===== src/phid_pkg.sv =====
// Constants for the paged identification / vendor register block.
// Assumes a 40 MHz system clock and a 32-bit APB register port.
package phid_pkg;
	// APB byte addresses of the register window
	localparam logic [7:0] PHID_ADDR_PAGE_SEL = 8'h00;
	localparam logic [7:0] PHID_ADDR_PWR_CLASS = 8'h04;
	localparam logic [7:0] PHID_ADDR_STATUS = 8'h08;
	localparam logic [7:0] PHID_ADDR_PAGED_BASE = 8'h40;
	// Paged register indices (upper range 8..15)
	localparam logic [3:0] PHID_IDX_COMPLIANCE = 4'h8;
	localparam logic [3:0] PHID_IDX_OUI_HI = 4'hA;
	localparam logic [3:0] PHID_IDX_OUI_MID = 4'hB;
	localparam logic [3:0] PHID_IDX_OUI_LO = 4'hC;
	localparam logic [3:0] PHID_IDX_PROD_HI = 4'hD;
	localparam logic [3:0] PHID_IDX_PROD_MID = 4'hE;
	localparam logic [3:0] PHID_IDX_SOFT_RST = 4'hE;
	localparam logic [3:0] PHID_IDX_PROD_LO = 4'hF;
	// Page numbers
	localparam logic [2:0] PHID_PAGE_IDENT = 3'h1;
	localparam logic [2:0] PHID_PAGE_VENDOR = 3'h7;
	// Field positions and reset values
	localparam int PHID_SOFT_RST_BIT = 7;
	localparam logic [7:0] PHID_COMPLIANCE_VAL = 8'h02;
	localparam logic [2:0] PHID_PAGE_RST = 3'h0;
	localparam int PHID_PWR_LSB = 21;
	// Timing
	localparam int PHID_CLK_HZ = 40000000;
	localparam int PHID_RST_MIN_US = 2000;
	localparam int PHID_RST_MIN_CYC = (PHID_CLK_HZ / 1000000) * PHID_RST_MIN_US;
	localparam int PHID_SOFT_RST_CYC = 4;
	localparam int PHID_PCLK_DIV = 2;
	// Power-class codes
	typedef enum logic [2:0] {
		PHID_PC_NONE = 3'h0,
		PHID_PC_SELF15 = 3'h1,
		PHID_PC_SELF30 = 3'h2,
		PHID_PC_SELF5 = 3'h3,
		PHID_PC_BUS3 = 3'h4,
		PHID_PC_RSVD = 3'h5,
		PHID_PC_BUS3P3 = 3'h6,
		PHID_PC_BUS3P7 = 3'h7
	} phid_pwr_t;
endpackage : phid_pkg


===== src/phid_pclk_gen.sv =====
// Divided clock output used as a frequency-measurement tap.
// Assumes a synchronous, active-high reset on the same clock.
`timescale 1ns/10ps
`default_nettype none
module phid_pclk_gen #(
	parameter int DIV = 2
) (
	input wire logic mclk,
	input wire logic sys_rst,
	output logic clkOut
);
	logic [7:0] cnt_r;
	logic [7:0] cnt_nxt;
	logic wrap;

	assign wrap = (cnt_r == 8'(DIV / 2 - 1));
	assign cnt_nxt = wrap ? 8'h00 : cnt_r + 8'h01;

	always_ff @(posedge mclk) begin
		if (sys_rst) begin
			cnt_r <= 8'h00;
			clkOut <= 1'b0;
		end else begin
			cnt_r <= cnt_nxt;
			if (wrap) begin
				clkOut <= ~clkOut;
			end
		end
	end
endmodule : phid_pclk_gen
`default_nettype wire


===== src/phid_regs.sv =====
// Paged identification / vendor page registers with power-class straps.
// Assumes an APB master on mclk and asynchronous strap and reset pins.
`timescale 1ns/10ps
`default_nettype none
//
// Behaviour
// - Page 1 index 8 reads a fixed compliance level of 02h.
// - The 24-bit maker OUI sits at indices 10-12, high byte first.
// - The 24-bit product code sits at indices 13-15, high byte first.
// - Writing 1 to the soft hard reset bit resets page select and power class; the APB answer and clock output keep running.
// - The soft hard reset bit always reads as 0.
// - Three strap pins give the default power class in self-ID bits 21-23.
// - Straps load after each hard reset; a later write overrides them.
// - Power-class codes carry the fixed meanings of the enum type.
// - A clock output derived from the internal clock is driven.
module phid_regs #(
	parameter logic [23:0] MAKER_OUI = 24'hA5A5A5,
	parameter logic [23:0] PRODUCT_CODE = 24'h5A5A5A
) (
	input wire logic mclk,
	input wire logic sys_rst,
	input wire logic phyRst_n,
	input wire logic [2:0] powerClassStraps,
	input wire logic psel,
	input wire logic penable,
	input wire logic pwrite,
	input wire logic [7:0] paddr,
	input wire logic [31:0] pwdata,
	output logic [31:0] prdata,
	output logic pready,
	output logic pslverr,
	output logic [31:0] selfIdPwrField,
	output logic phyInReset,
	output logic phyClkOut
);
	import phid_pkg::*;
	// Maker OUI and product code parameters are arbitrary neutral values.

	////////////////////////////////////////////////////////////////////////
	// Pin synchronisers
	logic [1:0] rstPinSync_r;
	logic [2:0] strapSyncA_r;
	logic [2:0] strapSyncB_r;

	always_ff @(posedge mclk) begin
		rstPinSync_r <= {rstPinSync_r[0], phyRst_n};
		strapSyncA_r <= powerClassStraps;
		strapSyncB_r <= strapSyncA_r;
	end

	////////////////////////////////////////////////////////////////////////
	// Hard reset: pin, system reset or software request
	logic [2:0] softCnt_r;
	logic [2:0] softCnt_nxt;
	logic hardRst;
	logic softActive;
	logic softWrite;

	assign softActive = (softCnt_r != 3'h0);
	assign hardRst = sys_rst | ~rstPinSync_r[1] | softActive;

	assign softCnt_nxt = softWrite ? 3'(PHID_SOFT_RST_CYC)
		: (softActive ? softCnt_r - 3'h1 : 3'h0);

	always_ff @(posedge mclk) begin
		if (sys_rst) begin
			softCnt_r <= 3'h0;
		end else begin
			softCnt_r <= softCnt_nxt;
		end
	end

	////////////////////////////////////////////////////////////////////////
	// APB decode
	logic access;
	logic wrEn;
	logic rdEn;
	logic selPage;
	logic selPwr;
	logic selStat;
	logic selPaged;
	logic mapped;
	logic [3:0] pagedIdx;

	assign access = psel & penable;
	// Writes commit on the completing edge, once per transfer
	assign wrEn = access & pwrite & pready;
	assign rdEn = access & ~pwrite;
	assign selPage = (paddr == PHID_ADDR_PAGE_SEL);
	assign selPwr = (paddr == PHID_ADDR_PWR_CLASS);
	assign selStat = (paddr == PHID_ADDR_STATUS);
	assign pagedIdx = paddr[5:2];
	assign selPaged = (paddr[7:6] == PHID_ADDR_PAGED_BASE[7:6])
		& (paddr[1:0] == 2'b00) & pagedIdx[3];
	assign mapped = selPage | selPwr | selStat | selPaged;

	////////////////////////////////////////////////////////////////////////
	// Page select and power class
	logic [2:0] page_r;
	logic [2:0] page_nxt;
	phid_pwr_t pwrClass_r;
	phid_pwr_t pwrClass_nxt;
	logic strapLoad_r;

	assign page_nxt = (wrEn & selPage) ? pwdata[2:0] : page_r;
	assign softWrite = wrEn & selPaged & (page_r == PHID_PAGE_VENDOR)
		& (pagedIdx == PHID_IDX_SOFT_RST) & pwdata[PHID_SOFT_RST_BIT];
	assign pwrClass_nxt = strapLoad_r ? phid_pwr_t'(strapSyncB_r)
		: ((wrEn & selPwr) ? phid_pwr_t'(pwdata[2:0]) : pwrClass_r);

	always_ff @(posedge mclk) begin
		if (hardRst) begin
			page_r <= PHID_PAGE_RST;
			pwrClass_r <= PHID_PC_NONE;
			strapLoad_r <= 1'b1;
		end else begin
			page_r <= page_nxt;
			pwrClass_r <= pwrClass_nxt;
			strapLoad_r <= 1'b0;
		end
	end

	////////////////////////////////////////////////////////////////////////
	// Paged read data
	function automatic logic [7:0] pagedRead(
		input logic [2:0] page,
		input logic [3:0] idx
	);
		logic [7:0] v;
		v = 8'h00;
		// Identification page only
		if (page == PHID_PAGE_IDENT) begin
			case (idx)
				PHID_IDX_COMPLIANCE: v = PHID_COMPLIANCE_VAL;
				PHID_IDX_OUI_HI: v = MAKER_OUI[23:16];
				PHID_IDX_OUI_MID: v = MAKER_OUI[15:8];
				PHID_IDX_OUI_LO: v = MAKER_OUI[7:0];
				PHID_IDX_PROD_HI: v = PRODUCT_CODE[23:16];
				PHID_IDX_PROD_MID: v = PRODUCT_CODE[15:8];
				PHID_IDX_PROD_LO: v = PRODUCT_CODE[7:0];
				default: v = 8'h00;
			endcase
		end
		return v;
	endfunction : pagedRead

	logic [31:0] rdMux;
	assign rdMux = selPage ? {29'h0, page_r}
		: selPwr ? {29'h0, pwrClass_r}
		: selStat ? {31'h0, hardRst}
		: selPaged ? {24'h0, pagedRead(page_r, pagedIdx)}
		: 32'h0;

	////////////////////////////////////////////////////////////////////////
	// APB answer: one wait state, ready in second access cycle
	logic ackPend_r;

	always_ff @(posedge mclk) begin
		if (sys_rst) begin
			pready <= 1'b0;
			pslverr <= 1'b0;
			prdata <= 32'h0;
			ackPend_r <= 1'b0;
		end else begin
			ackPend_r <= access & ~pready & ~ackPend_r;
			pready <= access & ~pready & ~ackPend_r;
			pslverr <= access & ~pready & ~ackPend_r & ~mapped;
			prdata <= (rdEn & ~pready) ? rdMux : 32'h0;
		end
	end

	////////////////////////////////////////////////////////////////////////
	// Outputs
	always_ff @(posedge mclk) begin
		if (sys_rst) begin
			selfIdPwrField <= 32'h0;
			phyInReset <= 1'b1;
		end else begin
			selfIdPwrField <= {8'h00, pwrClass_r, 21'h0};
			phyInReset <= hardRst;
		end
	end

	phid_pclk_gen #(
		.DIV(PHID_PCLK_DIV)
	) uPclk (
		.mclk(mclk),
		.sys_rst(sys_rst),
		.clkOut(phyClkOut)
	);
endmodule : phid_regs
`default_nettype wire


===== config.mk =====
export PLATFORM = sky130hd
export DESIGN_NAME = phid_regs
export DESIGN_NICKNAME = d
export VERILOG_FILES = /design/src/phid_pkg.sv /design/src/phid_pclk_gen.sv /design/src/phid_regs.sv
export SDC_FILE = /design/constraint.sdc
export NUM_CORES = 1
export LEC_CHECK = 0
export ABC_AREA = 1
export BUFFER_PORTS_ARGS = -buffer_cell sky130_fd_sc_hd__clkbuf_2
export CAP_MARGIN = 5
export CORE_MARGIN = 2
export CORE_UTILIZATION = 44
export CTS_CLUSTER_SIZE = 10
export DETAILED_ROUTE_END_ITERATION = 8
export GPL_ROUTABILITY_DRIVEN = 0
export HOLD_SLACK_MARGIN = 0.08
export PLACE_DENSITY_LB_ADDON = 0.2
export SLEW_MARGIN = 15
export SYNTH_ARGS = -nofsm -noshare
export SYNTH_HDL_FRONTEND = slang
export SYNTH_SLANG_ARGS = --single-unit

===== constraint.sdc =====
create_clock -name mclk -period 1.3 [get_ports mclk]
set_input_delay 0.13 -clock mclk [delete_from_list [all_inputs] [get_ports mclk]]
set_output_delay 0.13 -clock mclk [all_outputs]
set_load 0.01 [all_outputs]

==> results of run 1 <==
-- worst min-delay path, delay by kind of cell --
| family | cells | cell delay, ns |
|---|---|---|
| buffers and inverters | 1 | 0.09 |
| and+or+nand+nor | 2 | 0.12 |
-- through the flow --
stage	hold slack, ns	cells	total power, mW
finish	0.09006	363	2.346
global route	0.1155	363	2.465
CTS	0.08095	363	2.353
detailed placement	0.2344	351	1.517
global placement	0.2331	351	1.514
floorplan	0.1577	317	1.557
-- Yosys cell counts (2+ instances only) --
cell,instances
buf_4,57
nand2_1,39
dfxtp_1,38
nor2_1,31
inv_1,27
nand3_1,18
a21oi_1,9
inv_2,8
ha_1,5
nor3_1,4
nand4_1,3
nor2_2,3
mux2i_1,2
nor2_4,2
o21ai_1,2
-- flip-flops by register name, indices dropped and copies added (netlist names) --
| signal | flops |
|---|---|
| ackPend_r | 1 |
| page_r | 3 |
| phyInReset | 1 |
| prdata | 5 |
| pslverr | 1 |
| pwrClass_r | 3 |
| rstPinSync_r | 2 |
| selfIdPwrField | 3 |
| softCnt_r | 3 |
| strapLoad_r | 1 |
| strapSyncA_r | 3 |
| strapSyncB_r | 3 |
| uPclk.clkOut | 1 |
| uPclk.cnt_r | 8 |
-- per-layer routing --
metal | vias to the layer above | track usage, %
met5 | - | 0
met3 | 4 | 5.000
li1 | 796 | -
met1 | 648 | 15.60
met2 | 57 | 20.08
met4 | 0 | 6.289
-- how the worst min path moves through the flow --
stage | to | cells after the start
after floorplan | rstPinSync_r[0]$_DFF_P_ | 0
after global placement | strapSyncA_r[1]$_DFF_P_ | 1
after detailed placement | strapSyncA_r[2]$_DFF_P_ | 1
after CTS | page_r[0]$_SDFFE_PP0P_ | 3
after global routing | page_r[0]$_SDFFE_PP0P_ | 3
final | page_r[0]$_SDFFE_PP0P_ | 3
-- final cells by class --
class	count	area [µm²]
well taps	52	65.06
inverters	37	140.1
repair buffers	43	245.2
clock inverters	1	5.005
clock buffers	7	86.33
flip-flops and latches	38	763.2
fillers	438	2131
multi-input cells	185	978.4
-- kinds of logic after synthesis --
kind of cell,after synthesis
AOI/OAI and AO/OA,15
xor gates and xnor gates,2
adders and majority gates,5
buffers and inverters,94
DFF,38
muxes,2
other,1
and+or+nand+nor,108
-- power breakdown --
part | internal (mW) | leakage (nW) | total [mW] | switching (mW)
logic | 0.106 | 0.808 | 0.305 | 0.199
clock network | 0.427 | 0.0482 | 0.816 | 0.388
registers | 1.21 | 0.312 | 1.23 | 0.0203
total | 1.74 | 1.17 | 2.35 | 0.607
-- repair_timing --
item / in CTS / in global routing
setup buffers: 0 / 0
setup endpoints to repair: 0 / 17
endpoints found under the hold margin: 4 / 0
gates resized for setup: 0 / 21
hold buffers: 4 / 0
==> impl_metrics.tcl, run 1 <==
set metrics [dict create \
    overflow 0 \
    die-height_um 72.08 \
    critPathCaptureType "register" \
    coreArea_mm2 0.004414 \
    cap_violations 0 \
    hold_path.startpoint "pwdata[0]" \
    route.met2.wl_um 1486 \
    clk_latency_ns 0.29 \
    diodes 0 \
    drv_slew 0 \
    status "finished, final reports clean" \
    yosysSeqAreaShare_pct 37.30 \
    routed.top_layer "met4" \
    critical_path_class "reg -> reg" \
    yosysWarnings 0 \
    die_w_um 72.08 \
    synth_cells 265 \
    clock_sinks 38 \
    rsz0062_at_grt "yes" \
    worstPathMaxFanout 3 \
    synth_edf_count 0 \
    wire_per_inst_um 8.691 \
    fmax_ghz 0.8343 \
    placed_area_mm2 0.002077 \
    synthAdderAreaFrac_pct 3.067 \
    reg2reg_slack_ns 0.10 \
    htree_levels 2 \
    clockBufferDepth 2 \
    ys_top_cells_by_area "dfxtp_1 37%, buf_4 21%, nand2_1 7.2%" \
    crit_family "flip-flops" \
    synth.distinct_cells 32 \
    crit_arrival_ns 1.42 \
    antenna_found_initial 0 \
    port_buffers 35 \
    synth_compound_area_share_pct 3.988 \
    yosysTopAreaCell "dfxtp_1" \
    leakagePower_nw 1.168 \
    synth_area_mm2 0.002039 \
    antenna_left 0 \
    r2r_cells 7 \
    path_clk_slew_ns 0.07 \
    startpoint "uPclk.cnt_r[0]$_SDFF_PP0_" \
    cts_buffers 5 \
    async_flop_share_pct 0 \
    final_cell_mix "53 x conb_1, 36 x nand2_1, 36 x dfxtp_1, 35 x clkbuf_2, 30 x nor2_1" \
    grt_max_degree 12 \
    crit_path_top_delay_cell "dfxtp_2" \
    min_path_type "in -> reg" \
    grt_pass1_wl_um 5168 \
    synth_xor_area_share_pct 0.8589 \
    setup_viol 0 \
    critPathLaunchType "register" \
    reg2reg_to "uPclk.cnt_r[4]$_SDFF_PP0_" \
    vias_per_cell 4.146 \
    wl_met1_um 1426 \
    fin_area_mm2 0.002283 \
    crit_required_ns 1.52 \
    worstReg2RegStart "uPclk.cnt_r[0]$_SDFF_PP0_" \
    critPathBufInv 2 \
    muxShareOfSynthArea_pct 0.9816 \
    yosysTopAreaCellShare_pct 37.30 \
    grt_pass1_vias 1210 \
    synth-simple-area-share_pct 25.77 \
    cts_tree "done" \
    grt.total_usage_pct 12.91 \
    finClkSkew_ns 0.003728 \
    first_pass_iters 4 \
    layout.nets 364 \
    yosys_most_used_dff "dfxtp_1" \
    ir_worst_vdd_uv 709.7 \
    ios 117 \
    cts-root-buf "clkbuf_8" \
    num_rows 24 \
    max_stage_delay_ns 0.33 \
    fin_crit_ns 1.199 \
    routed-via-count 1505 \
    start_util_pct 46.20 \
    fin_tns_setup_ns 0 \
    final_util_pct 51.73 \
    drt_iter0_markers 26 \
    cp.depth 7 \
    drive_gt1_share_pct 26.37 \
    wl_um 3155 \
    cp_cell_sequence "buf_4 > ha_2 > nand2_1 > inv_2 > nand2_2 > or2_0 > a21oi_1" \
    pre_cts_ws_ns 0.007879 \
    ys_ff_latch 38 \
    synth_top_family_by_area "buffers and inverters" \
    dieArea_mm2 0.005196 \
    crit_end "uPclk.cnt_r[4]$_SDFF_PP0_" \
    finalCritPeriodShare_pct 92.21 \
    finalHoldViolations 0 \
    layout_setup_ws_ns 0.1013 \
    remaining_drc_errors 0 \
    power_per_cell_area_mw_per_mm2 1028 \
    dp_hpwl_um 2500 \
    layout_commonest_cell "conb_1" \
    area_growth_pct 11.96 \
    syn_area_per_cell_um2 7.696 \
    met3_wirelength_um 204 \
]
(Power assumes the default switching activity.)
==> inputs of run 2 (changes only) <==
--- a/config.mk
+++ b/config.mk
@@ -7,8 +7,7 @@
 export LEC_CHECK = 0
 export ABC_AREA = 1
 export BUFFER_PORTS_ARGS = -buffer_cell sky130_fd_sc_hd__clkbuf_2
-export CAP_MARGIN = 5
-export CORE_MARGIN = 2
+export CORE_MARGIN = 5
 export CORE_UTILIZATION = 44
 export CTS_CLUSTER_SIZE = 10
 export DETAILED_ROUTE_END_ITERATION = 8
==> impl_metrics.tcl, run 2 (synthesis gave the netlist of run 1 again) <==
set metrics [dict create \
    status "finished, final reports clean" \
    grt_pass1_vias 1342 \
    drt_iter0_markers 54 \
    start_util_pct 46.20 \
    num_rows 24 \
    drive_gt1_share_pct 26.11 \
    dieArea_mm2 0.006096 \
    final_cell_mix "53 x conb_1, 37 x nand2_1, 35 x clkbuf_2, 35 x dfxtp_1, 29 x nor2_1" \
    remaining_drc_errors 0 \
    port_buffers 35 \
    overflow 0 \
    path_common_cell "ha_4" \
    max_stage_delay_ns 0.32 \
    clock_sinks 38 \
    crit_arrival_ns 1.39 \
    antenna_left 0 \
    dp_hpwl_um 2821 \
    regMostFlops "uPclk.cnt_r" \
    vias_per_cell 4.164 \
    htree_levels 2 \
    coreArea_mm2 0.004414 \
    finClkSkew_ns 0.004996 \
    layout_commonest_cell "conb_1" \
    path_clk_slew_ns 0.07 \
    cts-root-buf "clkbuf_8" \
    antenna_found_initial 0 \
    cap_violations 0 \
    clockBufferDepth 2 \
    grt_pass1_wl_um 5775 \
    area_growth_pct 12.39 \
    critical_path_class "reg -> reg" \
    cts_buffers 5 \
    first_pass_iters 4 \
    finalHoldViolations 0 \
    clk_latency_ns 0.29 \
    ir_worst_vdd_uv 588.4 \
    routed.top_layer "met4" \
    critPathLaunchType "register" \
    min_path_type "in -> reg" \
    setup_viol 0 \
    grt.total_usage_pct 11.75 \
    critPathBufInv 1 \
    power_per_cell_area_mw_per_mm2 1031 \
    die_w_um 78.08 \
    largest_reg_flops 8 \
    leakagePower_nw 1.192 \
    total_power_mw 2.362 \
    fin_tns_setup_ns 0 \
    fmax_ghz 0.8313 \
    fin_crit_ns 1.203 \
    wl_um 3582 \
    wl_met1_um 1435 \
    drv_slew 0 \
    layout.nets 367 \
    worstPathMaxFanout 3 \
    routed-via-count 1524 \
    cp_cell_sequence "inv_2 > ha_4 > ha_4 > nand3_4 > nand3_1 > nand3_2 > nor2_2 > nor2_1" \
    cts_tree "done" \
    route.met2.wl_um 1739 \
    die-height_um 78.08 \
    critPathCaptureType "register" \
    diodes 0 \
    grt_max_degree 12 \
    wire_per_inst_um 9.787 \
    finalCritPeriodShare_pct 92.53 \
    top_regs "uPclk.cnt_r (8), prdata (5)" \
    crit_path_top_delay_cell "dfxtp_2" \
    crit_required_ns 1.48 \
    crit_family "simple AND/OR/NAND/NOR gates" \
    ios 117 \
    met3_wirelength_um 350 \
]
run 2: final timing paths:
kind / cells past startpoint / start / end / slack, ns
setup / recovery: 8 / softCnt_r[0]$_SDFF_PP0_ / prdata[0]$_SDFF_PP0_ / 0.1
setup reg to reg: 8 / softCnt_r[0]$_SDFF_PP0_ / prdata[0]$_SDFF_PP0_ / 0.1
hold / removal: 2 / sys_rst / uPclk.clkOut$_SDFFE_PP0P_ / 0.16
hold reg to reg: 0 / strapSyncA_r[2]$_DFF_P_ / strapSyncB_r[2]$_DFF_P_ / 0.33
run 2: through the flow:
step                area, µm²  cells  hold WS [ns]  setup slack (ns)  utilization (%)
global route             2292    366        0.1769         -0.003371            51.93
finish                   2292    366        0.1606           0.09709            51.93
floorplan                2235    317        0.1577            0.1382                -
global placement         2085    352        0.2326          0.008711            47.22
detailed placement       2085    352        0.2339          0.009163            47.22
CTS                      2231    365        0.1588           0.03251            50.54
run 2: cell type report:
| cell class | count | area [µm²] |
|---|---|---|
| fillers | 445 | 2122 |
| repair buffers | 46 | 270.3 |
| multi-input cells | 185 | 960.9 |
| clock inverters | 1 | 5.005 |
| flip-flops and latches | 38 | 764.5 |
| clock buffers | 7 | 86.33 |
| well taps | 52 | 65.06 |
| inverters | 37 | 140.1 |
run 2: what timing repair did:
item / CTS / global route
endpoints found under the setup margin: 1 / 18
hold buffers: 5 / 0
resized for setup: 1 / 17
hold endpoints to repair: 5 / 0
pin swaps: 0 / 6
buffers inserted: 0 / 2
run 2: routing by layer:
layer	track usage, %	up-vias
li1	-	805
met1	13.84	656
met2	19.21	56
met3	4.577	7
met4	4.561	0
met5	0	-
run 2: power breakdown:
part / switching, mW / internal, mW
clock: 0.398 / 0.427
combinational: 0.202 / 0.107
sequential: 0.0218 / 1.21
total: 0.621 / 1.74
